--- src/rtl/o5cp_pkg.sv ---
// package with register layout and encodings for the output5 clock path control
package o5cp_pkg;
  localparam logic [7:0] O5CP_ADDR_CONTROL   = 8'h15;
  localparam logic [7:0] O5CP_CONTROL_RESET  = 8'h00;
  localparam int         O5CP_BIT_POWER_DOWN = 7;
  localparam int         O5CP_BIT_INT_MODE   = 6;
  localparam int         O5CP_BIT_PLL_SEL    = 5;
  localparam int         O5CP_BIT_INVERT     = 4;
  localparam int         O5CP_SRC_HI         = 3;
  localparam int         O5CP_SRC_LO         = 2;
  localparam int         O5CP_DRV_HI         = 1;
  localparam int         O5CP_DRV_LO         = 0;
  localparam logic [1:0] O5CP_SRC_CRYSTAL    = 2'h0;
  localparam logic [1:0] O5CP_SRC_REFIN      = 2'h1;
  localparam logic [1:0] O5CP_SRC_RESERVED   = 2'h2;
  localparam logic [1:0] O5CP_SRC_DIVIDER    = 2'h3;
  localparam logic [3:0] O5CP_MA_2           = 4'h2;
  localparam logic [3:0] O5CP_MA_4           = 4'h4;
  localparam logic [3:0] O5CP_MA_6           = 4'h6;
  localparam logic [3:0] O5CP_MA_8           = 4'h8;
endpackage

--- src/rtl/o5cp_clock_mux.sv ---
// clock source selection and inversion for output5
`timescale 1ns/1ps
module o5cp_clock_mux (
  input  wire logic       i_crystal_clk,
  input  wire logic       i_refin_clk,
  input  wire logic       i_divider_clk,
  input  wire logic [1:0] i_source,
  input  wire logic       i_invert,
  input  wire logic       i_power_down,
  output logic            o_clk
);
  logic sel;
  always_comb begin
    unique case (i_source)
      o5cp_pkg::O5CP_SRC_CRYSTAL: sel = i_crystal_clk;
      o5cp_pkg::O5CP_SRC_REFIN:   sel = i_refin_clk;
      o5cp_pkg::O5CP_SRC_DIVIDER: sel = i_divider_clk;
      default:                    sel = 1'b0;
    endcase
  end
  // powered down driver holds low regardless of inversion
  assign o_clk = i_power_down ? 1'b0 : (sel ^ i_invert);
endmodule // o5cp_clock_mux

--- src/rtl/o5cp_top.sv ---
// output5 clock path control register and source selection
`timescale 1ns/1ps
module o5cp_top (
  input  wire logic       I_CLOCK,
  input  wire logic       I_RESET,
  input  wire logic [7:0] I_ADDR,
  input  wire logic [7:0] I_WDATA,
  input  wire logic       I_WRITE,
  input  wire logic       I_READ,
  input  wire logic       I_CRYSTAL_CLK,
  input  wire logic       I_REFIN_CLK,
  input  wire logic       I_FIRST_PLL_CLK,
  input  wire logic       I_SECOND_PLL_CLK,
  output logic [7:0]      O_RDATA,
  output logic            O_OUT5_CLK,
  output logic            O_OUT5_POWER_DOWN,
  output logic            O_DIVIDER5_INTEGER_MODE,
  output logic            O_DIVIDER5_PLL_SELECT,
  output logic [1:0]      O_OUT5_DRIVE_STRENGTH,
  output logic [3:0]      O_OUT5_DRIVE_MA
);
  logic [7:0] control_r;
  logic [3:0] src_pins;
  logic [3:0] src_sync;
  logic       crystal_sync;
  logic       refin_sync;
  logic       first_pll_sync;
  logic       second_pll_sync;
  logic       divider_clk;
  logic       mux_clk;
  logic       hit;

  assign hit = (I_ADDR == o5cp_pkg::O5CP_ADDR_CONTROL);

  // source pins run on their own clocks; two flops each before any logic reads them
  assign src_pins = {I_CRYSTAL_CLK, I_REFIN_CLK, I_FIRST_PLL_CLK, I_SECOND_PLL_CLK};

  for (genvar g = 0; g < 4; g++) begin : g_sync
    logic meta_r;
    logic sync_r;
    always_ff @(posedge I_CLOCK or posedge I_RESET) begin
      if (I_RESET) begin
        meta_r <= 1'h0;
        sync_r <= 1'h0;
      end else begin
        meta_r <= src_pins[g];
        sync_r <= meta_r;
      end
    end
    assign src_sync[g] = sync_r;
  end

  assign crystal_sync    = src_sync[3];
  assign refin_sync      = src_sync[2];
  assign first_pll_sync  = src_sync[1];
  assign second_pll_sync = src_sync[0];

  always_ff @(posedge I_CLOCK or posedge I_RESET) begin
    if (I_RESET) begin
      control_r <= o5cp_pkg::O5CP_CONTROL_RESET;
    end else if (I_WRITE && hit) begin
      control_r <= I_WDATA;
    end
  end

  always_ff @(posedge I_CLOCK or posedge I_RESET) begin
    if (I_RESET) begin
      O_RDATA <= 8'h00;
    end else if (I_READ && hit) begin
      O_RDATA <= control_r;
    end else begin
      O_RDATA <= 8'h00;
    end
  end

  always_ff @(posedge I_CLOCK or posedge I_RESET) begin
    if (I_RESET) begin
      O_OUT5_POWER_DOWN       <= 1'b0;
      O_DIVIDER5_INTEGER_MODE <= 1'b0;
      O_DIVIDER5_PLL_SELECT   <= 1'b0;
      O_OUT5_DRIVE_STRENGTH   <= 2'h0;
    end else begin
      O_OUT5_POWER_DOWN       <= control_r[o5cp_pkg::O5CP_BIT_POWER_DOWN];
      O_DIVIDER5_INTEGER_MODE <= control_r[o5cp_pkg::O5CP_BIT_INT_MODE];
      O_DIVIDER5_PLL_SELECT   <= control_r[o5cp_pkg::O5CP_BIT_PLL_SEL];
      O_OUT5_DRIVE_STRENGTH   <= control_r[o5cp_pkg::O5CP_DRV_HI:o5cp_pkg::O5CP_DRV_LO];
    end
  end

  always_ff @(posedge I_CLOCK or posedge I_RESET) begin
    if (I_RESET) begin
      O_OUT5_DRIVE_MA <= o5cp_pkg::O5CP_MA_2;
    end else begin
      unique case (control_r[o5cp_pkg::O5CP_DRV_HI:o5cp_pkg::O5CP_DRV_LO])
        2'h0: O_OUT5_DRIVE_MA <= o5cp_pkg::O5CP_MA_2;
        2'h1: O_OUT5_DRIVE_MA <= o5cp_pkg::O5CP_MA_4;
        2'h2: O_OUT5_DRIVE_MA <= o5cp_pkg::O5CP_MA_6;
        2'h3: O_OUT5_DRIVE_MA <= o5cp_pkg::O5CP_MA_8;
      endcase
    end
  end

  // divider input choice; the divider itself lives outside this block
  assign divider_clk = control_r[o5cp_pkg::O5CP_BIT_PLL_SEL] ? second_pll_sync
                                                            : first_pll_sync;

  o5cp_clock_mux o5cp_clock_mux_inst (
    .i_crystal_clk (crystal_sync),
    .i_refin_clk   (refin_sync),
    .i_divider_clk (divider_clk),
    .i_source      (control_r[o5cp_pkg::O5CP_SRC_HI:o5cp_pkg::O5CP_SRC_LO]),
    .i_invert      (control_r[o5cp_pkg::O5CP_BIT_INVERT]),
    .i_power_down  (control_r[o5cp_pkg::O5CP_BIT_POWER_DOWN]),
    .o_clk         (mux_clk)
  );

  // sampled output; a clock faster than I_CLOCK/2 will alias here
  always_ff @(posedge I_CLOCK or posedge I_RESET) begin
    if (I_RESET) begin
      O_OUT5_CLK <= 1'b0;
    end else begin
      O_OUT5_CLK <= mux_clk;
    end
  end

  property p_readback;
    @(posedge I_CLOCK) disable iff (I_RESET)
      (I_READ && hit && !I_WRITE) |=> (O_RDATA == $past(control_r));
  endproperty
  a_readback: assert property (p_readback) else $error("readback mismatch");

  property p_write_store;
    @(posedge I_CLOCK) disable iff (I_RESET)
      (I_WRITE && hit) |=> (control_r == $past(I_WDATA));
  endproperty
  a_write_store: assert property (p_write_store) else $error("write not stored");

  property p_power_down;
    @(posedge I_CLOCK) disable iff (I_RESET)
      control_r[7] |=> (O_OUT5_POWER_DOWN && !O_OUT5_CLK);
  endproperty
  a_power_down: assert property (p_power_down) else $error("power down ignored");

  property p_int_mode;
    @(posedge I_CLOCK) disable iff (I_RESET)
      ##1 (O_DIVIDER5_INTEGER_MODE == $past(control_r[6]));
  endproperty
  a_int_mode: assert property (p_int_mode) else $error("integer mode wrong");

  property p_pll_sel;
    @(posedge I_CLOCK) disable iff (I_RESET)
      ##1 (O_DIVIDER5_PLL_SELECT == $past(control_r[5]));
  endproperty
  a_pll_sel: assert property (p_pll_sel) else $error("pll select wrong");

  property p_crystal;
    @(posedge I_CLOCK) disable iff (I_RESET)
      (control_r[7] == 1'b0 && control_r[3:2] == 2'h0)
        |=> (O_OUT5_CLK == ($past(crystal_sync) ^ $past(control_r[4])));
  endproperty
  a_crystal: assert property (p_crystal) else $error("crystal path wrong");

  property p_refin;
    @(posedge I_CLOCK) disable iff (I_RESET)
      (control_r[7] == 1'b0 && control_r[3:2] == 2'h1)
        |=> (O_OUT5_CLK == ($past(refin_sync) ^ $past(control_r[4])));
  endproperty
  a_refin: assert property (p_refin) else $error("reference path wrong");

  property p_divider;
    @(posedge I_CLOCK) disable iff (I_RESET)
      (control_r[7] == 1'b0 && control_r[3:2] == 2'h3)
        |=> (O_OUT5_CLK == ($past(divider_clk) ^ $past(control_r[4])));
  endproperty
  a_divider: assert property (p_divider) else $error("divider path wrong");

  property p_drive;
    @(posedge I_CLOCK) disable iff (I_RESET)
      ##1 (O_OUT5_DRIVE_MA == {1'b0, $past(control_r[1:0]), 1'b0} + 4'h2);
  endproperty
  a_drive: assert property (p_drive) else $error("drive current wrong");

  property p_first_pll;
    @(posedge I_CLOCK) disable iff (I_RESET)
      (!control_r[7] && !control_r[5] && control_r[3:2] == 2'h3)
        |=> (O_OUT5_CLK == ($past(first_pll_sync) ^ $past(control_r[4])));
  endproperty
  a_first_pll: assert property (p_first_pll) else $error("first pll path wrong");

  property p_second_pll;
    @(posedge I_CLOCK) disable iff (I_RESET)
      (!control_r[7] && control_r[5] && control_r[3:2] == 2'h3)
        |=> (O_OUT5_CLK == ($past(second_pll_sync) ^ $past(control_r[4])));
  endproperty
  a_second_pll: assert property (p_second_pll) else $error("second pll path wrong");

  property p_rdata_idle;
    @(posedge I_CLOCK) disable iff (I_RESET)
      !(I_READ && hit) |=> (O_RDATA == 8'h00);
  endproperty
  a_rdata_idle: assert property (p_rdata_idle) else $error("read data not idle");

  property p_drive_code;
    @(posedge I_CLOCK) disable iff (I_RESET)
      ##1 (O_OUT5_DRIVE_STRENGTH == $past(control_r[1:0]));
  endproperty
  a_drive_code: assert property (p_drive_code) else $error("drive code wrong");

  property p_sync_chain;
    @(posedge I_CLOCK) disable iff (I_RESET)
      ##2 (src_sync == $past(src_pins, 2));
  endproperty
  a_sync_chain: assert property (p_sync_chain) else $error("source sync lag wrong");

  property p_unmapped_write;
    @(posedge I_CLOCK) disable iff (I_RESET)
      (I_WRITE && !hit) |=> $stable(control_r);
  endproperty
  a_unmapped_write: assert property (p_unmapped_write) else $error("stray write stored");

  property p_read_no_effect;
    @(posedge I_CLOCK) disable iff (I_RESET)
      (I_READ && !I_WRITE) |=> $stable(control_r);
  endproperty
  a_read_no_effect: assert property (p_read_no_effect) else $error("read changed register");
endmodule // o5cp_top
--- config.mk ---
export PLATFORM = sky130hd
export DESIGN_NAME = o5cp_top
export DESIGN_NICKNAME = d
export VERILOG_FILES = /design/src/rtl/o5cp_pkg.sv /design/src/rtl/o5cp_clock_mux.sv /design/src/rtl/o5cp_top.sv
export SDC_FILE = /design/constraint.sdc
export NUM_CORES = 1
export LEC_CHECK = 0
export ABC_AREA = 0
export BUFFER_PORTS_ARGS = -buffer_cell sky130_fd_sc_hd__buf_2
export CORE_UTILIZATION = 25
export DETAILED_ROUTE_END_ITERATION = 10
export SYNTH_ARGS = -nofsm -noshare
export SYNTH_HDL_FRONTEND = slang
export SYNTH_SLANG_ARGS = --single-unit
export TNS_END_PERCENT = 5
--- constraint.sdc ---
create_clock -name I_CLOCK -period 4.2 [get_ports I_CLOCK]
set_clock_uncertainty 0.15 [all_clocks]
set_input_delay 0.21 -clock I_CLOCK [delete_from_list [all_inputs] [get_ports I_CLOCK]]
set_output_delay 0.21 -clock I_CLOCK [all_outputs]
set_load 0.005 [all_outputs]
==> metrics.txt, run 1 <==
post-synthesis average cell area 16.6 sq um; via count 699; Util after Layout 0.362; drt first pass iters 4; reg-to-reg setup timing slack 2.62 ns; Total Wirelength 1960 um; PostCTS Resize Cnt 0; sequential fraction of the synthesis area 0.721; power per standard cell area 426 nW/um^2; antenna cells 0; Max Buffers Root-to-Sink 2; Warnings, synthesis 0; Hold Fails Final Rpt 0; clock sinks 33; status finished, final reports clean; CTS tree yes; GRT Overall Usage 0.0914; routability congestion estimate 0.654; Setup CP Type reg2reg; RSZ-0062 raised after global routing false; global-route wire length before repair 3340 um; min-delay worst type in2reg; Setup crit start control_r[3]; CTS Root Cell clkbuf_8; max-slew violation count 0; io pins 42; insertion delay to the later sink of the worst-skew pair 0.28 ns; total negative slack 0 ns; Syn Nets 96; area of the multi-input gates 302 sq um; Gate Count Post-Synth 69; NumNets Final 149; max-cap violations 0; DRC errors left 0; port bufs 40; minimum clock period 1.58 ns; H-tree Lvls 2; post-route ant nets 0; compound-gate portion of the synthesized area 0.0109; CTS Buf Count 5; most common cell after layout, fill and taps aside buf_2; Row Count 24; synth unique cells 19; FF+latch count, synth 33; mux cell area share after synthesis 0.0971; wire per inst 11.2 um; Max FO, Critical Path 5; register clock-pin slew on the reported worst setup and hold paths 0.06 ns; largest net degree at the start of global routing 34; period utilization 0.377; fraction of layout cells with a size suffix above 1 0.512; first-iteration detailed-routing DRC count 6; VDD IR-drop max 221 uV; xor/xnor cell area share of the yosys netlist 0; fill count 446; crit end category register; P&R area growth vs syn 38.5%; die width 69.7 um; main combinational cell family by area after synthesis simple AND/OR/NAND/NOR gates; Reg-to-Reg Start control_r[3]; min-delay src I_WDATA[2]; Arrival @ worst endpoint 1.60 ns; global route total overflow 0; mapped cell area 1150 sq um; most frequent cells in the layout 40 x buf_2, 32 x dfrtp_1, 9 x mux2_2; Pleak 0.847 nW; Register Area 827 sq um; Critical Path Max Stage Delay 0.40 ns; Die Span Y 69.7 um; startpoint types register; critical path required time 4.22 ns; Starting Density 0.262; final setup fails 0; Max stage delay cell, worst path dfrtp_1; vias in the first global route 769; initial antenna violation count 0; f_max 631 MHz; crit-path cells or3b_1, a22oi_1, mux2_2; adder-cell share of the synthesized area 0.0327; Die Area 4860 sq um; via-per-instance ratio 3.99; Core ar. 4380 sq um; Simple-Gate Fraction of Synth Area 0.119
==> state kept, by name, indices dropped and copies added, names as in the netlist <==
name                     flops
O_RDATA                      8
control_r                    8
g_sync.meta_r                4
O_OUT5_DRIVE_MA              3
O_OUT5_DRIVE_STRENGTH        2
g_sync.sync_r                2
O_DIVIDER5_INTEGER_MODE      1
O_DIVIDER5_PLL_SELECT        1
O_OUT5_CLK                   1
O_OUT5_POWER_DOWN            1
crystal_sync                 1
first_pll_sync               1
==> path summary, 6_finish.rpt <==
check / to / cells after the start
worst min-delay path: control_r[2] / 2
worst max-delay path: O_OUT5_CLK / 3
max in group asynchronous: O_OUT5_DRIVE_MA[1] / 4
worst min register to register: crystal_sync / 0
worst max register to register: O_OUT5_CLK / 3
min in group asynchronous: g_sync[3].meta_r / 4
==> per-layer routing <==
layer | global-route usage | routed length, um | vias up
li1 | - | - | 332
met1 | 0.0942 | 772 | 332
met2 | 0.148 | 985 | 30
met3 | 0.0567 | 189 | 5
met4 | 0.0400 | 13 | 0
met5 | 0 | 0 | -
==> worst max-delay path, delay by kind of cell (launching register included) <==
kind	cells	cell delay, ns
simple gates	1	0.37
flops	1	0.40
mux	1	0.36
compound gates	1	0.19
==> stage by stage <==
stage,area [sq um],cells,setup WS [ns],total power [mW],hold WS [ns]
final,1590,175,2.62,0.677,0.0116
after global routing,1590,175,2.58,0.708,0.00369
after CTS,1590,175,2.61,0.687,0.00349
after detailed placement,1410,161,2.64,0.381,0.166
after global placement,1410,161,2.66,0.378,0.150
after floorplan,1150,69,2.69,0.359,0.0914
==> synthesized netlist by cell type (all sizes together) <==
master	number	area, sq um
o21ai	1	5.00
mux2i	1	10.0
mux2	9	101
dfrtp	32	801
and2	8	50.1
and3	1	7.51
inv	3	11.3
nor2	1	3.75
nor2b	1	6.26
buf	1	7.51
or2	1	6.26
and4bb	1	12.5
or3b	1	8.76
conb	1	3.75
a22oi	1	7.51
nand3	1	17.5
nor4b	1	23.8
ha	3	37.5
dfstp	1	26.3
==> cell families (layout without fill, tap and decap cells) <==
| group | after synthesis | in the layout |
|---|---|---|
| flops | 33 | 33 |
| simple gates | 16 | 16 |
| mux | 10 | 10 |
| buf+inv | 4 | 58 |
| fa+ha+maj | 3 | 3 |
| compound gates | 2 | 2 |
| other cells | 1 | 1 |
==> power breakdown <==
part / leakage, nW / switching (mW) / internal, mW / total [mW]
clock: 0.0585 / 0.106 / 0.193 / 0.299
combinational: 0.354 / 0.0169 / 0.0236 / 0.0405
sequential: 0.434 / 0.00603 / 0.331 / 0.337
==> timing repair <==
| item | 4_1_cts | 5_1_grt |
|---|---|---|
| hold buffers | 6 | 0 |
| endpoints found under the hold margin | 37 | 0 |
| setup buffers | 0 | 0 |
==> layout make-up <==
type	count	share of cell area
clock buffer	7	0.0543
clock inverter	1	0.0189
inverter	3	0.00709
multi-input combinational	32	0.190
sequential	33	0.520
tap	52	0.0409
timing repair buffer	47	0.169
Note: power is estimated with default switching activity, not from simulation.
==> run 2: changes to the inputs <==
==> constraint.sdc (replaced) <==
create_clock -name I_CLOCK -period 1.3 [get_ports I_CLOCK]
set_clock_uncertainty 0.15 [all_clocks]
set_input_delay 0.065 -clock I_CLOCK [delete_from_list [all_inputs] [get_ports I_CLOCK]]
set_output_delay 0.065 -clock I_CLOCK [all_outputs]
set_load 0.005 [all_outputs]
==> metrics.txt, run 2 (same netlist as run 1, synthesis figures left out) <==
Max FO, Critical Path 2 (-3); Max stage delay cell, worst path or3b_1; wire length on met3 140 um (-26%); met2 wire length 1000 um (+1.7%); max layer used met4; Starting Density 0.262 (unchanged); Reg-to-Reg Start control_r[2]; f_max 682 MHz (+8.0%); Critical Path Max Stage Delay 0.38 ns (-0.02 ns); reg-to-reg setup timing slack -0.17 ns (-2.78 ns); Total Wirelength 1920 um (-1.9%); min-delay worst type in2reg; post-route ant nets 0 (unchanged); die width 69.7 um (unchanged); area post-placement 1440 sq um (+1.6%); Crit path max-delay family simple AND/OR/NAND/NOR gates; GRT Overall Usage 0.0921 (+0.000677); wire per inst 10.4 um (-7.2%); H-tree Lvls 2 (unchanged); Core ar. 4380 sq um (unchanged); Sw Pwr 0.421 mW (+230%); Die Span Y 69.7 um (unchanged); drt first pass iters 3 (-1); DP Cell Count 164 (+1.9%); setup ws final -0.167 ns (-2.78 ns); initial antenna violation count 0 (unchanged); power per standard cell area 1230 nW/um^2 (+190%); Max Buffers Root-to-Sink 2 (unchanged); global route total overflow 0 (unchanged); io pins 42 (unchanged); cell internal pwr 1.65 mW (+200%); Design Area, Final 1680 sq um (+5.4%); RSZ-0062 raised after global routing true; CTS Root Cell clkbuf_8; P&R area growth vs syn 46.0%; Hold Fails Final Rpt 0 (unchanged); first-iteration detailed-routing DRC count 10 (+4); CTS Buf Count 5 (unchanged); NumNets Final 159 (+6.7%); crit-path cells or3b_1, a22oi_2, mux2_4; FF-to-FF End O_OUT5_CLK; insertion delay to the later sink of the worst-skew pair 0.27 ns (about the same); crit path to O_OUT5_CLK; startpoint types register; routability congestion estimate 0.674 (+3.2%); via count 737 (+5.4%); via-per-instance ratio 3.98 (-0.26%); min-delay src I_WRITE; register clock-pin slew on the reported worst setup and hold paths 0.06 ns (about the same); Setup CP Type reg2reg; most common cell after layout, fill and taps aside buf_2; WHS Path Cells 3 (+1); most frequent cells in the layout 40 x buf_2, 32 x dfrtp_1, 13 x dlygate4sd3_1; total negative slack -0.167 ns (-0.167 ns); power share of the combinational group 0.077 (+0.017); Switching Fraction 0.204 (+0.0133); Final Power 2.07 mW (+210%); max-cap violations 0 (unchanged); Worst Path Buf+Inv 0 (unchanged); port bufs 40 (unchanged); Post-Route M1 WL 711 um (-7.9%); final setup fails 1 (+1); max-slew violation count 0 (unchanged); Die Area 4860 sq um (unchanged); Finished Layout Cells 185 (+5.7%); critical path required time 1.31 ns (-2.91 ns); largest net degree at the start of global routing 15 (-56%); Seq pwr share 0.526 (+0.028); status complete, but fails checks; global-route wire length before repair 3310 um (-1.0%); fraction of layout cells with a size suffix above 1 0.511 (-0.000917); VDD IR-drop max 661 uV (+200%); period utilization 1.13 (+0.751); hold slack 0.0616 ns (+0.0500 ns); Clock Power Share 0.397 (-0.045); Pleak 0.891 nW (+5.3%); Arrival @ worst endpoint 1.48 ns (-0.12 ns); R2R cell count 3 (unchanged); crit end category register; post-DP HPWL 1450 um; Setup crit start control_r[2]; violated checks negative setup slack; clock sinks 33 (unchanged); Row Count 24 (unchanged); DRC errors left 0 (unchanged); dpl ws -0.202 ns (-2.84 ns); Largest regs O_RDATA: 8 flops, control_r: 8 flops, g_sync.meta_r: 4 flops; fill count 428 (-4.0%); Util after Layout 0.382 (+0.0197); antenna cells 0 (unchanged); vias in the first global route 776 (+0.91%); critical path depth 3 (unchanged); CTS tree yes; minimum clock period 1.47 ns (-0.118 ns)
[run 2: repair_timing]
| action | 4_1_cts | 5_1_grt |
|---|---|---|
| gates resized for setup | 0 | 2 |
| endpoints found under the hold margin | 44 | 0 |
| pin swaps | 0 | 0 |
| setup buffers | 0 | 0 |
| hold buffers | 13 | 0 |
| setup endpoints to repair | 1 | 1 |
[run 2: worst min path at each step]
stage	to	slack, ns
detailed placement	O_RDATA[6]	-0.1
global placement	O_DIVIDER5_INTEGER_MODE	-0.1
finish	control_r[5]	0.06
global route	control_r[5]	0.06
CTS	control_r[5]	0.06
floorplan	g_sync[0].meta_r	-0.05
[run 2: final cells by class]
type | count | area, sq um | share of cell area
clock inverter | 1 | 5.00 | 0.00299
sequential | 33 | 827 | 0.494
inverter | 3 | 11.3 | 0.00672
multi-input combinational | 32 | 310 | 0.185
timing repair buffer | 57 | 360 | 0.215
tap | 52 | 65.1 | 0.0388
clock buffer | 7 | 96.3 | 0.0575
[run 2: routing by layer]
metal | up-vias | global-route usage
met5 | - | 0
met4 | 0 | 0.0733
met3 | 4 | 0.0451
met2 | 32 | 0.148
met1 | 354 | 0.0897
li1 | 347 | -
[run 2: power by group through the flow]
stage / Sequential (mW) / Combinational [mW] / Clock, mW
floorplan: 1.11 / 0.0538 / 0
CTS: 1.09 / 0.159 / 0.852
detailed placement: 1.11 / 0.129 / 0
global route: 1.09 / 0.179 / 0.913
global placement: 1.11 / 0.124 / 0
finish: 1.09 / 0.159 / 0.820
[run 2: worst reg2reg max path: stages, from the launching register on]
cell and delay (ns):
dfrtp_1 0.37, or3b_1 0.38, a22oi_2 0.14, mux2_4 0.31
